==> src/hw/cif_map.vh <==
// Register offsets, field positions, reset values and limits of the CAN filter block.
// Assumes inclusion by bare name from the design files; definitions only.
`ifndef CIF_MAP_VH
`define CIF_MAP_VH

// Byte offsets on the AXI4-Lite register bus
`define CIF_OFF_MODULE_CTRL0   8'h00
`define CIF_OFF_MODULE_CTRL1   8'h04
`define CIF_OFF_BIT_TIMING0    8'h08
`define CIF_OFF_BIT_TIMING1    8'h0c
`define CIF_OFF_RX_FLAG_REG    8'h10
`define CIF_OFF_RX_IRQ_EN      8'h14
`define CIF_OFF_TX_FLAG_REG    8'h18
`define CIF_OFF_TX_CTRL_REG    8'h1c
`define CIF_OFF_ACCEPT_CTRL    8'h20
`define CIF_OFF_ERR_COUNTERS   8'h24
`define CIF_OFF_MODE_STATUS    8'h28
`define CIF_OFF_PATTERN_BASE   8'h40
`define CIF_OFF_DONTCARE_BASE  8'h60

// module_ctrl0 fields
`define CIF_MC0_SOFT_RESET     0
`define CIF_MC0_SLEEP_ACK      1
`define CIF_MC0_STOP_IN_WAIT   2
`define CIF_MC0_RESET          8'h01

// rx_flag_reg fields (flags), rx_irq_en uses the same positions
`define CIF_RF_RX_FULL         0
`define CIF_RF_OVERRUN         1
`define CIF_RF_BUSOFF          2
`define CIF_RF_TX_PASSIVE      3
`define CIF_RF_RX_PASSIVE      4
`define CIF_RF_TX_WARN         5
`define CIF_RF_RX_WARN         6
`define CIF_RF_WAKE            7

// Acceptance filter modes
`define CIF_AM_WIDE            2'h0
`define CIF_AM_HALF            2'h1
`define CIF_AM_BYTE            2'h2
`define CIF_AM_CLOSED          2'h3

// Error counter limits
`define CIF_WARN_LIMIT         9'h060
`define CIF_PASSIVE_LIMIT      9'h07f
`define CIF_BUSOFF_LIMIT       9'h0ff

// AXI responses
`define CIF_RESP_OKAY          2'h0
`define CIF_RESP_SLVERR        2'h2

`endif

==> src/hw/cif_accept_mem.v <==
// Acceptance pattern and don't-care memory: 16 bytes, registered read.
// Assumes one clock; writes are already qualified by the caller.
`timescale 1ns/10ps
`default_nettype none
module cif_accept_mem (
  // Clock and reset
  input  wire        aclk,
  input  wire        aresetn,
  // Write port
  input  wire        wr_en,
  input  wire [3:0]  wr_addr,
  input  wire [7:0]  wr_data,
  // Registered read port
  input  wire [3:0]  rd_addr,
  output reg  [7:0]  rd_data,
  // Whole contents for the comparators
  output wire [127:0] flat
);
  reg [7:0] mem_q [0:15];
  integer   i;

  // Bytes 0..7 pattern, 8..15 don't-care; cleared on reset
  always @(posedge aclk) begin
    if (!aresetn) begin
      for (i = 0; i < 16; i = i + 1)
        mem_q[i] <= 8'h00;
      rd_data <= 8'h00;
    end else begin
      if (wr_en)
        mem_q[wr_addr] <= wr_data;
      rd_data <= mem_q[rd_addr];
    end
  end

  // Flat view feeds the parallel comparators
  genvar g;
  generate
    for (g = 0; g < 16; g = g + 1) begin : gflat
      assign flat[g*8 +: 8] = mem_q[g];
    end
  endgenerate
endmodule
`default_nettype wire

==> src/hw/cif_top.v <==
// CAN identifier filter, interrupt flags, protection and mode selection.
// Assumes a protocol engine that supplies frame strobes and error counters.
//
// Contract
// - Received identifier bits compared with pattern, skipping don't-care bits.
// - Accepted message sets receive-full and loads three-bit hit index.
// - Several matching filters report the lowest-numbered one.
// - Wide mode: two 32-bit filters, bytes 0-3 filter 0, 4-7 filter 1.
// - Half mode: four filters, 11 bits plus RTR or 14 extended bits.
// - Byte mode: eight filters on the first eight identifier bits.
// - Closed mode never fills foreground buffer or sets receive-full.
// - Four interrupt outputs from eleven flags, each with own enable.
// - Empty flag per unscheduled transmit buffer; transmit interrupt while enabled.
// - Receive-full and receive interrupt right after end of accepted frame.
// - Wake interrupt on bus activity only when sleep ack and enable set.
// - Warning flags when an error counter reaches 96.
// - Passive flags when an error counter exceeds 127.
// - Bus-off flag when transmit error counter exceeds 255.
// - Interrupt stays asserted while any enabled source flag is set.
// - Writing one clears a flag, zero no effect; persistent cause keeps it.
// - Error counters ignore all register writes.
// - Configuration registers writable only while soft reset is set.
// - Transmit pin forced recessive while the CPU is stopped.
// - Mode chosen from CPU state, stop-in-wait, sleep ack and soft reset.
// - Sleep and soft reset stop engine clock; power-down stops all.
// - Both buffers full plus new accepted message: discard and flag overrun.
// - Background copied to foreground only while receive-full is clear.
`timescale 1ns/10ps
`default_nettype none
`include "cif_map.vh"
module cif_top (
  // Clock and reset
  input  wire        aclk,
  input  wire        aresetn,
  // AXI4-Lite write address / data / response
  input  wire [7:0]  s_axi_awaddr,
  input  wire        s_axi_awvalid,
  output reg         s_axi_awready,
  input  wire [31:0] s_axi_wdata,
  input  wire [3:0]  s_axi_wstrb,
  input  wire        s_axi_wvalid,
  output reg         s_axi_wready,
  output reg  [1:0]  s_axi_bresp,
  output reg         s_axi_bvalid,
  input  wire        s_axi_bready,
  // AXI4-Lite read
  input  wire [7:0]  s_axi_araddr,
  input  wire        s_axi_arvalid,
  output reg         s_axi_arready,
  output reg  [31:0] s_axi_rdata,
  output reg  [1:0]  s_axi_rresp,
  output reg         s_axi_rvalid,
  input  wire        s_axi_rready,
  // Protocol engine side
  input  wire [31:0] rx_id_word,
  input  wire        rx_frame_valid,
  input  wire        rx_own_frame,
  input  wire [8:0]  rx_err_count,
  input  wire [8:0]  tx_err_count,
  input  wire [2:0]  tx_buf_sent,
  input  wire        bus_activity,
  input  wire        engine_tx,
  // CPU state
  input  wire        cpu_stop,
  input  wire        cpu_wait,
  // Pin, interrupts, mode and clock gates
  output reg         can_tx_pin,
  output reg         wake_irq,
  output reg         err_irq,
  output reg         rx_irq,
  output reg         tx_irq,
  output reg  [1:0]  can_mode,
  output reg         engine_clk_en,
  output reg         reg_clk_en,
  output reg         fg_load
);
  // Operating modes
  localparam [1:0] MODE_NORMAL = 2'h0;
  localparam [1:0] MODE_SLEEP  = 2'h1;
  localparam [1:0] MODE_SRST   = 2'h2;
  localparam [1:0] MODE_PDOWN  = 2'h3;

  reg  [7:0]  module_ctrl0_q, module_ctrl1_q, bit_timing0_q, bit_timing1_q;
  reg  [7:0]  rx_flag_q, rx_irq_en_q;
  reg  [2:0]  tx_empty_q, tx_irq_en_q;
  reg  [1:0]  accept_mode_q;
  reg  [2:0]  filter_hit_index_q;
  reg         bg_full_q;
  reg  [2:0]  bg_hit_q;
  reg         aw_hold_q, w_hold_q;
  reg  [7:0]  awaddr_q;
  reg  [31:0] wdata_q;
  reg  [3:0]  wstrb_q;
  reg         rd_pend_q;
  reg  [7:0]  araddr_q;
  reg  [1:0]  mode_d;
  wire [127:0] acc_flat;
  wire [7:0]  acc_rd;

  // Lowest set bit of an eight-bit hit vector as a binary index
  function [3:0] lowest_hit;
    input [7:0] v;
    integer k;
    begin
      lowest_hit = 4'h0;
      for (k = 7; k >= 0; k = k - 1)
        if (v[k])
          lowest_hit = {1'b1, k[2:0]};
    end
  endfunction

  // Masked equality: bits with a don't-care one always match
  function masked_eq;
    input [31:0] id;
    input [31:0] pat;
    input [31:0] dc;
    begin
      masked_eq = ~|((id ^ pat) & ~dc);
    end
  endfunction

  wire soft_reset_req = module_ctrl0_q[`CIF_MC0_SOFT_RESET];
  wire sleep_ack      = module_ctrl0_q[`CIF_MC0_SLEEP_ACK];
  wire stop_in_wait   = module_ctrl0_q[`CIF_MC0_STOP_IN_WAIT];

  // Filter hit vector per mode; pattern byte k at k*8, its don't-care byte 64 bits higher
  integer    b;
  reg  [7:0] hits;
  always @* begin
    hits = 8'h00;
    case (accept_mode_q)
      `CIF_AM_WIDE: begin
        hits[0] = masked_eq(rx_id_word, acc_flat[31:0], acc_flat[95:64]);
        hits[1] = masked_eq(rx_id_word, acc_flat[63:32], acc_flat[127:96]);
      end
      `CIF_AM_HALF: begin
        // Upper 16 bits of the id word: 11 id + RTR, or 14 extended bits
        for (b = 0; b < 4; b = b + 1)
          hits[b] = ~|((rx_id_word[31:16] ^ acc_flat[b*16 +: 16]) & ~acc_flat[64 + b*16 +: 16]);
      end
      `CIF_AM_BYTE: begin
        // First eight identifier bits compared against every byte
        for (b = 0; b < 8; b = b + 1)
          hits[b] = ~|((rx_id_word[31:24] ^ acc_flat[b*8 +: 8]) & ~acc_flat[64 + b*8 +: 8]);
      end
      default: hits = 8'h00;
    endcase
  end

  wire [3:0] hit_enc   = lowest_hit(hits);
  wire       accepted  = rx_frame_valid & ~rx_own_frame & hit_enc[3] & (mode_d == MODE_NORMAL);
  wire       fg_free   = ~rx_flag_q[`CIF_RF_RX_FULL];
  wire       engine_on = (mode_d == MODE_NORMAL);

  // AXI write channel: address and data taken in either order
  wire       wr_fire   = aw_hold_q & w_hold_q & ~s_axi_bvalid;
  wire       acc_wr    = wr_fire & (awaddr_q[7:6] == 2'b01) & soft_reset_req & wstrb_q[0];
  wire [3:0] acc_wa    = {awaddr_q[5], awaddr_q[4:2]};
  wire [7:0] clr_rx    = (wr_fire && awaddr_q == `CIF_OFF_RX_FLAG_REG && wstrb_q[0]) ? wdata_q[7:0] : 8'h00;
  wire [2:0] clr_tx    = (wr_fire && awaddr_q == `CIF_OFF_TX_FLAG_REG && wstrb_q[0]) ? wdata_q[2:0] : 3'h0;

  // Live causes of the rx_flag_reg flags; a cleared flag re-sets while its cause stays
  wire [7:0] cause;
  assign cause[`CIF_RF_RX_FULL]    = 1'b0;
  assign cause[`CIF_RF_OVERRUN]    = accepted & bg_full_q & ~fg_free;
  assign cause[`CIF_RF_BUSOFF]     = tx_err_count > `CIF_BUSOFF_LIMIT;
  assign cause[`CIF_RF_TX_PASSIVE] = tx_err_count > `CIF_PASSIVE_LIMIT;
  assign cause[`CIF_RF_RX_PASSIVE] = rx_err_count > `CIF_PASSIVE_LIMIT;
  assign cause[`CIF_RF_TX_WARN]    = tx_err_count >= `CIF_WARN_LIMIT;
  assign cause[`CIF_RF_RX_WARN]    = rx_err_count >= `CIF_WARN_LIMIT;
  assign cause[`CIF_RF_WAKE]       = bus_activity & sleep_ack & rx_irq_en_q[`CIF_RF_WAKE];

  // Mode from CPU state and control bits
  always @* begin
    if (cpu_stop || (cpu_wait && stop_in_wait))
      mode_d = MODE_PDOWN;
    else if (sleep_ack && !soft_reset_req)
      mode_d = MODE_SLEEP;
    else if (soft_reset_req)
      mode_d = MODE_SRST;
    else
      mode_d = MODE_NORMAL;
  end

  // Control registers; sleep ack is a host-visible bit kept here
  always @(posedge aclk) begin
    if (!aresetn) begin
      module_ctrl0_q <= `CIF_MC0_RESET;
      module_ctrl1_q <= 8'h00;
      bit_timing0_q  <= 8'h00;
      bit_timing1_q  <= 8'h00;
      accept_mode_q  <= `CIF_AM_WIDE;
      rx_irq_en_q    <= 8'h00;
      tx_irq_en_q    <= 3'h0;
    end else if (wr_fire && wstrb_q[0]) begin
      case (awaddr_q)
        `CIF_OFF_MODULE_CTRL0: module_ctrl0_q <= wdata_q[7:0];
        `CIF_OFF_MODULE_CTRL1: if (soft_reset_req) module_ctrl1_q <= wdata_q[7:0];
        `CIF_OFF_BIT_TIMING0:  if (soft_reset_req) bit_timing0_q <= wdata_q[7:0];
        `CIF_OFF_BIT_TIMING1:  if (soft_reset_req) bit_timing1_q <= wdata_q[7:0];
        `CIF_OFF_ACCEPT_CTRL:  if (soft_reset_req) accept_mode_q <= wdata_q[1:0];
        `CIF_OFF_RX_IRQ_EN:    rx_irq_en_q <= wdata_q[7:0];
        `CIF_OFF_TX_CTRL_REG:  tx_irq_en_q <= wdata_q[2:0];
        default: ;  // Error counters are read-only
      endcase
    end
  end

  // Receive path: background buffer, copy, hit index and flags
  always @(posedge aclk) begin
    if (!aresetn) begin
      rx_flag_q          <= 8'h00;
      bg_full_q          <= 1'b0;
      bg_hit_q           <= 3'h0;
      filter_hit_index_q <= 3'h0;
      fg_load            <= 1'b0;
      tx_empty_q         <= 3'h7;
    end else begin
      fg_load <= 1'b0;
      // Clear by ones first, then sets win over the clear
      rx_flag_q <= (rx_flag_q & ~clr_rx) | cause;
      if (soft_reset_req) begin
        bg_full_q <= 1'b0;  // Engine stopped; pending background frame dropped
      end else if (fg_free && engine_on && accepted) begin
        rx_flag_q[`CIF_RF_RX_FULL] <= 1'b1;
        filter_hit_index_q <= hit_enc[2:0];
        fg_load            <= 1'b1;
      end else if (accepted && !bg_full_q) begin
        bg_full_q <= 1'b1;
        bg_hit_q  <= hit_enc[2:0];
      end else if (fg_free && engine_on && bg_full_q) begin
        // Deferred copy when the host has released the foreground
        rx_flag_q[`CIF_RF_RX_FULL] <= 1'b1;
        filter_hit_index_q <= bg_hit_q;
        bg_full_q          <= 1'b0;
        fg_load            <= 1'b1;
      end
      // Host schedules by clearing; a sent buffer is empty again
      tx_empty_q <= (tx_empty_q & ~clr_tx) | tx_buf_sent;
    end
  end

  // Interrupt lines are registered ORs of enabled flags, so they track flags one cycle late
  always @(posedge aclk) begin
    if (!aresetn) begin
      wake_irq <= 1'b0;
      err_irq  <= 1'b0;
      rx_irq   <= 1'b0;
      tx_irq   <= 1'b0;
    end else begin
      wake_irq <= rx_flag_q[`CIF_RF_WAKE] & rx_irq_en_q[`CIF_RF_WAKE];
      err_irq  <= |(rx_flag_q[6:1] & rx_irq_en_q[6:1]);
      rx_irq   <= rx_flag_q[`CIF_RF_RX_FULL] & rx_irq_en_q[`CIF_RF_RX_FULL];
      tx_irq   <= |(tx_empty_q & tx_irq_en_q);
    end
  end

  // Pin protection, mode and clock gates
  always @(posedge aclk) begin
    if (!aresetn) begin
      can_tx_pin    <= 1'b1;
      can_mode      <= MODE_SRST;
      engine_clk_en <= 1'b0;
      reg_clk_en    <= 1'b1;
    end else begin
      // Recessive unless the engine is really running
      can_tx_pin    <= (cpu_stop || !engine_on) ? 1'b1 : engine_tx;
      can_mode      <= mode_d;
      engine_clk_en <= engine_on;
      reg_clk_en    <= (mode_d != MODE_PDOWN);
    end
  end

  // AXI write handshake: one write at a time
  always @(posedge aclk) begin
    if (!aresetn) begin
      aw_hold_q     <= 1'b0;
      w_hold_q      <= 1'b0;
      awaddr_q      <= 8'h00;
      wdata_q       <= 32'h00000000;
      wstrb_q       <= 4'h0;
      s_axi_awready <= 1'b0;
      s_axi_wready  <= 1'b0;
      s_axi_bvalid  <= 1'b0;
      s_axi_bresp   <= `CIF_RESP_OKAY;
    end else begin
      s_axi_awready <= ~aw_hold_q & ~s_axi_awready & s_axi_awvalid;
      s_axi_wready  <= ~w_hold_q & ~s_axi_wready & s_axi_wvalid;
      if (s_axi_awvalid && s_axi_awready) begin
        aw_hold_q <= 1'b1;
        awaddr_q  <= {s_axi_awaddr[7:2], 2'b00};
      end
      if (s_axi_wvalid && s_axi_wready) begin
        w_hold_q <= 1'b1;
        wdata_q  <= s_axi_wdata;
        wstrb_q  <= s_axi_wstrb;
      end
      if (wr_fire) begin
        s_axi_bvalid <= 1'b1;
        s_axi_bresp  <= (awaddr_q > 8'h7c || (awaddr_q > `CIF_OFF_MODE_STATUS && awaddr_q < `CIF_OFF_PATTERN_BASE))
                        ? `CIF_RESP_SLVERR : `CIF_RESP_OKAY;
      end
      if (s_axi_bvalid && s_axi_bready) begin
        s_axi_bvalid <= 1'b0;
        aw_hold_q    <= 1'b0;
        w_hold_q     <= 1'b0;
      end
    end
  end

  // AXI read: memory bytes come one cycle late, so data follow two edges on
  always @(posedge aclk) begin
    if (!aresetn) begin
      s_axi_arready <= 1'b0;
      rd_pend_q     <= 1'b0;
      araddr_q      <= 8'h00;
      s_axi_rvalid  <= 1'b0;
      s_axi_rdata   <= 32'h00000000;
      s_axi_rresp   <= `CIF_RESP_OKAY;
    end else begin
      s_axi_arready <= ~s_axi_arready & ~rd_pend_q & ~s_axi_rvalid & s_axi_arvalid;
      if (s_axi_arvalid && s_axi_arready) begin
        rd_pend_q <= 1'b1;
        araddr_q  <= {s_axi_araddr[7:2], 2'b00};
      end
      if (rd_pend_q) begin
        rd_pend_q    <= 1'b0;
        s_axi_rvalid <= 1'b1;
        s_axi_rresp  <= `CIF_RESP_OKAY;
        case (araddr_q)
          `CIF_OFF_MODULE_CTRL0: s_axi_rdata <= {24'h000000, module_ctrl0_q};
          `CIF_OFF_MODULE_CTRL1: s_axi_rdata <= {24'h000000, module_ctrl1_q};
          `CIF_OFF_BIT_TIMING0:  s_axi_rdata <= {24'h000000, bit_timing0_q};
          `CIF_OFF_BIT_TIMING1:  s_axi_rdata <= {24'h000000, bit_timing1_q};
          `CIF_OFF_RX_FLAG_REG:  s_axi_rdata <= {24'h000000, rx_flag_q};
          `CIF_OFF_RX_IRQ_EN:    s_axi_rdata <= {24'h000000, rx_irq_en_q};
          `CIF_OFF_TX_FLAG_REG:  s_axi_rdata <= {29'h00000000, tx_empty_q};
          `CIF_OFF_TX_CTRL_REG:  s_axi_rdata <= {29'h00000000, tx_irq_en_q};
          `CIF_OFF_ACCEPT_CTRL:  s_axi_rdata <= {24'h000000, 1'b0, filter_hit_index_q, 2'b00, accept_mode_q};
          `CIF_OFF_ERR_COUNTERS: s_axi_rdata <= {7'h00, tx_err_count, 7'h00, rx_err_count};
          `CIF_OFF_MODE_STATUS:  s_axi_rdata <= {30'h00000000, mode_d};
          default: begin
            if (araddr_q[7:6] != 2'b00 && araddr_q[7] == 1'b0) begin
              s_axi_rdata <= {24'h000000, acc_rd};
            end else begin
              s_axi_rdata <= 32'h00000000;
              s_axi_rresp <= `CIF_RESP_SLVERR;
            end
          end
        endcase
      end
      if (s_axi_rvalid && s_axi_rready)
        s_axi_rvalid <= 1'b0;
    end
  end

  // Pattern bytes at 0x40..0x5c, don't-care bytes at 0x60..0x7c
  cif_accept_mem u_mem (
    .aclk    (aclk),
    .aresetn (aresetn),
    .wr_en   (acc_wr),
    .wr_addr (acc_wa),
    .wr_data (wdata_q[7:0]),
    .rd_addr ({s_axi_araddr[5], s_axi_araddr[4:2]}),
    .rd_data (acc_rd),
    .flat    (acc_flat)
  );
endmodule
`default_nettype wire

==> config.mk <==
export PLATFORM = sky130hd
export DESIGN_NAME = cif_top
export DESIGN_NICKNAME = d
export VERILOG_FILES = /design/src/hw/cif_accept_mem.v /design/src/hw/cif_top.v
export VERILOG_INCLUDE_DIRS = /design/src /design/src/hw
export SDC_FILE = /design/constraint.sdc
export NUM_CORES = 1
export LEC_CHECK = 0
export BUFFER_PORTS_ARGS = -buffer_cell sky130_fd_sc_hd__clkbuf_2
export CELL_PAD_IN_SITES_DETAIL_PLACEMENT = 2
export CELL_PAD_IN_SITES_GLOBAL_PLACEMENT = 2
export CORE_UTILIZATION = 35
export CTS_BUF_LIST = sky130_fd_sc_hd__clkbuf_4
export DETAILED_ROUTE_END_ITERATION = 6
export PLACE_DENSITY = 0.83
export SYNTH_ARGS = -nofsm -noshare
export SYNTH_HDL_FRONTEND = slang
export SYNTH_HIERARCHICAL = 1
export SYNTH_SLANG_ARGS = --single-unit
==> constraint.sdc <==
create_clock -name aclk -period 6.9 [get_ports aclk]
set_input_delay 1.38 -clock aclk [delete_from_list [all_inputs] [get_ports aclk]]
set_output_delay 1.38 -clock aclk [all_outputs]
set_load 0.02 [all_outputs]
======== Word level (Yosys, flattened, before mapping) ========
Memories as Yosys holds them, arrays and structs flattened. A register that Yosys moved wholly into a read port is not among the register bits.
Index checks and enable logic that the tools add are counted.
word-level totals
  register bits ........................... 138
  bits in writable memories ............... 128
  output and inout port bits .............. 51
  word-level logic and storage cells ...... 273
  memories ................................ 1
cells by class
  order comparisons ....................... 8
  equal/unequal tests ..................... 23
  mux-type cells .......................... 41
  bitwise operators ....................... 85
  reductions and logical operators ........ 79
memories
  memory       words  bits a word  rd ports  clocked after memory_dff  write ports  RTL line             RTL
  u_mem.mem_q  16     8            17        1                         16           cif_accept_mem.v:19  reg [7:0] mem_q [0:15];
operators with widths
  kind                                                                                  number
  25-bit case mux with 11 select lines                                                  1
  8-bit AND                                                                             9
  8-bit NOT                                                                             9
  8-bit OR reduction                                                                    9
  16-bit AND                                                                            4
  32-bit AND                                                                            2
  16-bit NOT                                                                            4
  32-bit NOT                                                                            2
  16-bit OR reduction                                                                   4
  32-bit OR reduction                                                                   2
  16-bit XOR                                                                            4
  32-bit XOR                                                                            2
  8-bit XOR                                                                             8
  6-bit by 3-bit equality test with 1-bit output (second input constant)                8
  4-bit two-way mux                                                                     10
  6-bit by 2-bit equality test with 1-bit output (second input constant)                4
  6-bit by 4-bit equality test with 1-bit output (second input constant)                4
  8-bit two-way mux                                                                     3
  1-bit AND                                                                             21
  9-bit by 7-bit greater-or-equal comparator with 1-bit output (second input constant)  2
  9-bit by 7-bit greater-than comparator with 1-bit output (second input constant)      2
  1-bit logical AND                                                                     18
  1-bit zero test                                                                       18
  3-bit AND reduction                                                                   6
  28 further kinds                                                                      80

======== Longest topological paths before layout ========
An unclocked memory read counts as a cell.
  depth after elaboration ................. 23
  mapped depth ............................ 11
  mapped depth without buffers ............ 10

======== Cells and area by module ========
Netlist, hierarchy kept.
by module, submodules not included
  module          instances  cells an instance  area each (um^2)  sequential area each (um^2)
  cif_top         1          839                7263.2            2442.3
  cif_accept_mem  1          442                6200.9            4003.8

======== Worst setup path after synthesis ========
Ideal clock, no wire load.
  kind .................................... input -> register
  from .................................... input rx_id_word[21]
  to ...................................... register bg_full_q
  library setup time ...................... 0.128 ns
  arrival time ............................ 3.068 ns
  data required time ...................... 6.772 ns
  setup slack ............................. 3.704 ns
  stages on the path ...................... 10
  path buffers ............................ 1
  path through ............................ buf_2 > xnor2_1 > o22a_1 > and4_1 > a22oi_2 > o31ai_4 > o21bai_4 > a21oi_4 > maj3_1 > nor3b_2
on the way
  longest elaborated chain between the ends .. 14
  elaborated cells between the ends (all ways) .. 38
  those cells by class .................... 7 x mux; 15 x bitwise; 16 x reduce/logical
RTL lines
  element                                                    RTL line                      RTL
  start: declaration                                         cif_top.v:55                  input wire [31:0] rx_id_word,
  16-bit XOR                                                 cif_top.v:139                 hits[b] = ~|((rx_id_word[31:16] ^ acc_flat[b*16 +: 16]) & ~acc_flat[64 + b*16 +: 16]);
  16-bit AND                                                 cif_top.v:139
  16-bit OR reduction                                        cif_top.v:139
  1-bit zero test                                            cif_top.v:139
  2-bit case mux with 2 select lines                         cif_top.v:131                 case (accept_mode_q)
  4-bit two-way mux (3 in series)                            cif_top.v:107                 if (v[k])
  4-bit two-way mux *                                        cif_top.v:107
  1-bit AND * (2 in series)                                  cif_top.v:151                 wire accepted = rx_frame_valid & ~rx_own_frame & hit_enc[3] & (mode_d == MODE_NORMAL);
  1-bit logical AND, on equally long branches                cif_top.v:228, cif_top.v:224
  2-bit nonzero test (no line) or 1-bit NOT (tied branches)  -
  2-bit AND reduction (no line)                              -
  end signal: assignment                                     cif_top.v:223                 bg_full_q <= 1'b0;
  end signal: assignment                                     cif_top.v:229                 bg_full_q <= 1'b1;
  end signal: assignment                                     cif_top.v:235                 bg_full_q <= 1'b0;
  end: declaration                                           cif_top.v:88                  reg bg_full_q;
Mark *: on every way between the ends. The rest lies on a longest branch, timed or not.
A chain may end at the register's enable or synchronous reset.

==> metrics <==
result of the run=completed; max-cap viol count=0; EDFF count, synth=128; Req. time, crit path=7.24 ns; worst setup path category=register to register; port bufs=121; area delta synth->final=14.1%; clk sink count=258; pin slew with the least headroom to its limit=1.41 ns; hold path depth=1; adder and majority gate portion of the synthesized area=0.446%; most frequent cell after synthesis=sky130_fd_sc_hd__and2_1; Post-Route Setup TNS=0 ns; final setup skew=0.0697 ns; async set or reset register ratio after synthesis=0%; final routed wire length divided by cell count=26.6 um; count of pins on the block boundary=169; maximum fanout encountered on the critical timing path=9; overall die area=0.0393 mm^2; largest incremental delay on the critical path=1.02 ns; ys flop type=sky130_fd_sc_hd__dfxtp_1; switching pwr=0.981 mW; global placer's final weighted congestion=0.952; internal portion of total power=2.57 mW; CORE AREA=0.0378 mm^2; area leader, netlist=sky130_fd_sc_hd__edfxtp_1; clk buf depth=3; main combinational cell family by area after synthesis=simple AND/OR/NAND/NOR gates; worst-skew pair later-pin latency=0.73 ns; Post-Synthesis Mean Instance Area=10.5 um^2; cell at the root of the clock tree=sky130_fd_sc_hd__clkbuf_4; sequential cell fraction of total power=47.9%; VDD IR max=0.0862 mV; kind of cell adding the most delay to the critical path=simple AND/OR/NAND/NOR gates; ordered cell list for the critical path=nand2_1 > nor2_1 > nand3_1 > nor3b_1 > nand4b_1 > nor3_1 > nand2b_1; count of distinct cell types in the synthesized netlist=73; total global routing overflow=0; Detailed Route Iter0 Violations=990; ratio of cells with drive above 1 in the final layout=20.0%; startpoint types=register; Routed Antenna Nets=0; Post-CTS Hold Fix Bufs=0; first-pass GRT wire length=77,600 um; final HPWL from detailed placement=37,500 um; CP Depth=7; Row Count=71; switching fraction of total power=27.6%; initial antenna violation count=3; master of the slowest instance on the critical path=sky130_fd_sc_hd__nor3_1; upper clock frequency limit=267 MHz; Comb power frac=9.7%; filler-free cell count of the finished design=1,991; number of instances in the placed design=1,853; FILL cells=4,058; aggregate global-route resource usage=27.2%; number of nets in the layout=1,542; fraction of synthesized cell area taken by the top area cell type=28.5%; total of endpoints with negative setup slack in the final report=0; CTS tree=built; yosys warns=6; pin count of the biggest net entering global routing=90; DR DRC count=0; final worst-path cycle share=54.3%; Worst setup EP type=register; data arrival time of the critical path=4.09 ns; r2r setup slk=3.16 ns; overall die width=198 um; HP Class=register to register; reported leakage power=5.83 nW; fraction of the mapped netlist area in simple logic gates=16.7%; most common library cells after synthesis=sky130_fd_sc_hd__and2_1, sky130_fd_sc_hd__dfxtp_1, sky130_fd_sc_hd__edfxtp_1, sky130_fd_sc_hd__xnor2_1, sky130_fd_sc_hd__mux2i_1; worst reg2reg path depth=7; fraction of synthesized area in multiplexers=10.4%; vias=11,200; synth top area cells=sky130_fd_sc_hd__edfxtp_1, sky130_fd_sc_hd__dfxtp_1, sky130_fd_sc_hd__xnor2_1; number of optimization iterations in the first detailed-route pass=5; H-tree lvl count=3; via density per instance=5.64; Total Routed Length=53,100 um; number of storage elements in the synthesis netlist=258; fraction of the mapped netlist area in compound gates=12.0%; Power Dens Cells=231 mW/mm^2; xor-xnor portion of the synthesized cell area=8.38%; sequential share of the synthesized area=47.9%; worst-case headroom to the max-slew limit=5.19%; clock share of power=42.4%; Chip Height=198 um; cell area after synthesis=0.0135 mm^2; min Tclk post-route=3.74 ns; setup repair after global routing missed its margin=no; number of global-route vias before repair=12,000; effective utilization at floorplan=35.7%; Worst Path Buf+Inv=0; synthesized instance count=1,281; launching element of the worst setup path=aw_hold_q; pins over their slew limit=0; worst flop-to-flop path endpoint=u_mem/mem_q[8][5]; Critical path destination=u_mem/mem_q[8][5]; clock transition time at the flip-flop clock pins of the worst setup and hold paths=0.07 ns; Post-CTS Repair Setup Buffers=0; launching point of the worst reg2reg path=aw_hold_q; number of buffers inserted during clock tree synthesis=75; Hold Vio Cnt, Final=0; post_cts resized=0
[per-stage QoR]
step	power, mW	instance area, um^2	hold slack (ns)	worst slack, ns	utilization (%)
finish	3.55	15400	0.454	3.16	40.7
global route	3.70	15400	0.479	3.05	40.7
CTS	3.59	15400	0.456	3.26	40.7
detailed placement	2.07	14400	0.445	2.79	38.1
global placement	2.05	14400	0.433	2.87	38.1
floorplan	1.93	13500	0.420	3.70	-
[final cells by class]
cell class	count	area [um^2]	share of cell area [%]
clock buffer	115	863	5.62
timing repair buffer	138	733	4.77
inverter	10	37.5	0.244
multi-input combinational	937	6520	42.5
antenna	2	5.00	0.0326
clock inverter	20	116	0.757
sequential	258	6450	42.0
tap	511	639	4.16
[power groups by stage]
stage | Sequential, mW | Combinational (mW) | Clock [mW]
finish | 1.70 | 0.343 | 1.51
global route | 1.70 | 0.360 | 1.63
CTS | 1.70 | 0.338 | 1.55
detailed placement | 1.73 | 0.335 | 0
global placement | 1.73 | 0.323 | 0
floorplan | 1.71 | 0.221 | 0
[per-layer routing]
metal	global-route usage (%)	part of all wire [%]	routed length [um]
met5	0	0	0
met3	4.92	7.2	3830
met2	44.7	48	25400
met4	11.3	3.1	1670
met1	35.1	42	22200
[worst reg2reg max path, cell delays in order, from the launching register on]
cell and delay (ns):
sky130_fd_sc_hd__dfxtp_1 0.37, sky130_fd_sc_hd__nand2_1 0.07, sky130_fd_sc_hd__nor2_1 0.28, sky130_fd_sc_hd__nand3_1 0.19
sky130_fd_sc_hd__nor3b_1 0.44, sky130_fd_sc_hd__nand4b_1 0.52, sky130_fd_sc_hd__nor3_1 1.03, sky130_fd_sc_hd__nand2b_1 0.47
[how the worst min path moves through the flow]
stage	startpoint	to	slack [ns]
CTS	w_hold_q	s_axi_wready	0.46
detailed placement	w_hold_q	s_axi_wready	0.45
global route	w_hold_q	s_axi_wready	0.48
floorplan	w_hold_q	s_axi_wready	0.42
global placement	w_hold_q	s_axi_wready	0.43
finish	w_hold_q	s_axi_wready	0.45
[cells by family (layout without fill, tap and decap cells)]
logic type / Yosys count / count (layout)
buf+inv: 101 / 283
xor+xnor: 128 / 128
mux: 121 / 121
simple gates: 423 / 423
other cells: 1 / 18
compound gates: 244 / 244
fa+ha+maj: 5 / 5
flops: 258 / 258
[flip-flops by register name (all words and copies together) (netlist names), 6 cells and up]
register        cells
u_mem/mem_q       128
s_axi_rdata        18
bit_timing0_q       8
bit_timing1_q       8
module_ctrl0_q      8
module_ctrl1_q      8
rx_flag_q           8
rx_irq_en_q         8
u_mem/rd_data       8
wdata_q             8
araddr_q            6
awaddr_q            6
[layout by cell type, fill, tap and decap left out, types with 10 or more instances in the layout]
cell and instances:
sky130_fd_sc_hd__a21oi_1 55, sky130_fd_sc_hd__a22o_1 14, sky130_fd_sc_hd__a22oi_1 22, sky130_fd_sc_hd__and2_1 131, sky130_fd_sc_hd__buf_4 17, sky130_fd_sc_hd__clkbuf_2 120, sky130_fd_sc_hd__clkbuf_4 115, sky130_fd_sc_hd__clkinv_1 13
sky130_fd_sc_hd__conb_1 16, sky130_fd_sc_hd__dfxtp_1 130, sky130_fd_sc_hd__edfxtp_1 128, sky130_fd_sc_hd__mux2i_1 103, sky130_fd_sc_hd__mux4_2 14, sky130_fd_sc_hd__nand2_1 92, sky130_fd_sc_hd__nand2b_1 14, sky130_fd_sc_hd__nand3_1 25
sky130_fd_sc_hd__nor2_1 87, sky130_fd_sc_hd__nor2b_1 10, sky130_fd_sc_hd__nor3_1 13, sky130_fd_sc_hd__o21ai_0 38, sky130_fd_sc_hd__o22ai_1 55, sky130_fd_sc_hd__xnor2_1 123
No activity file was read; power rests on OpenSTA's default activity.
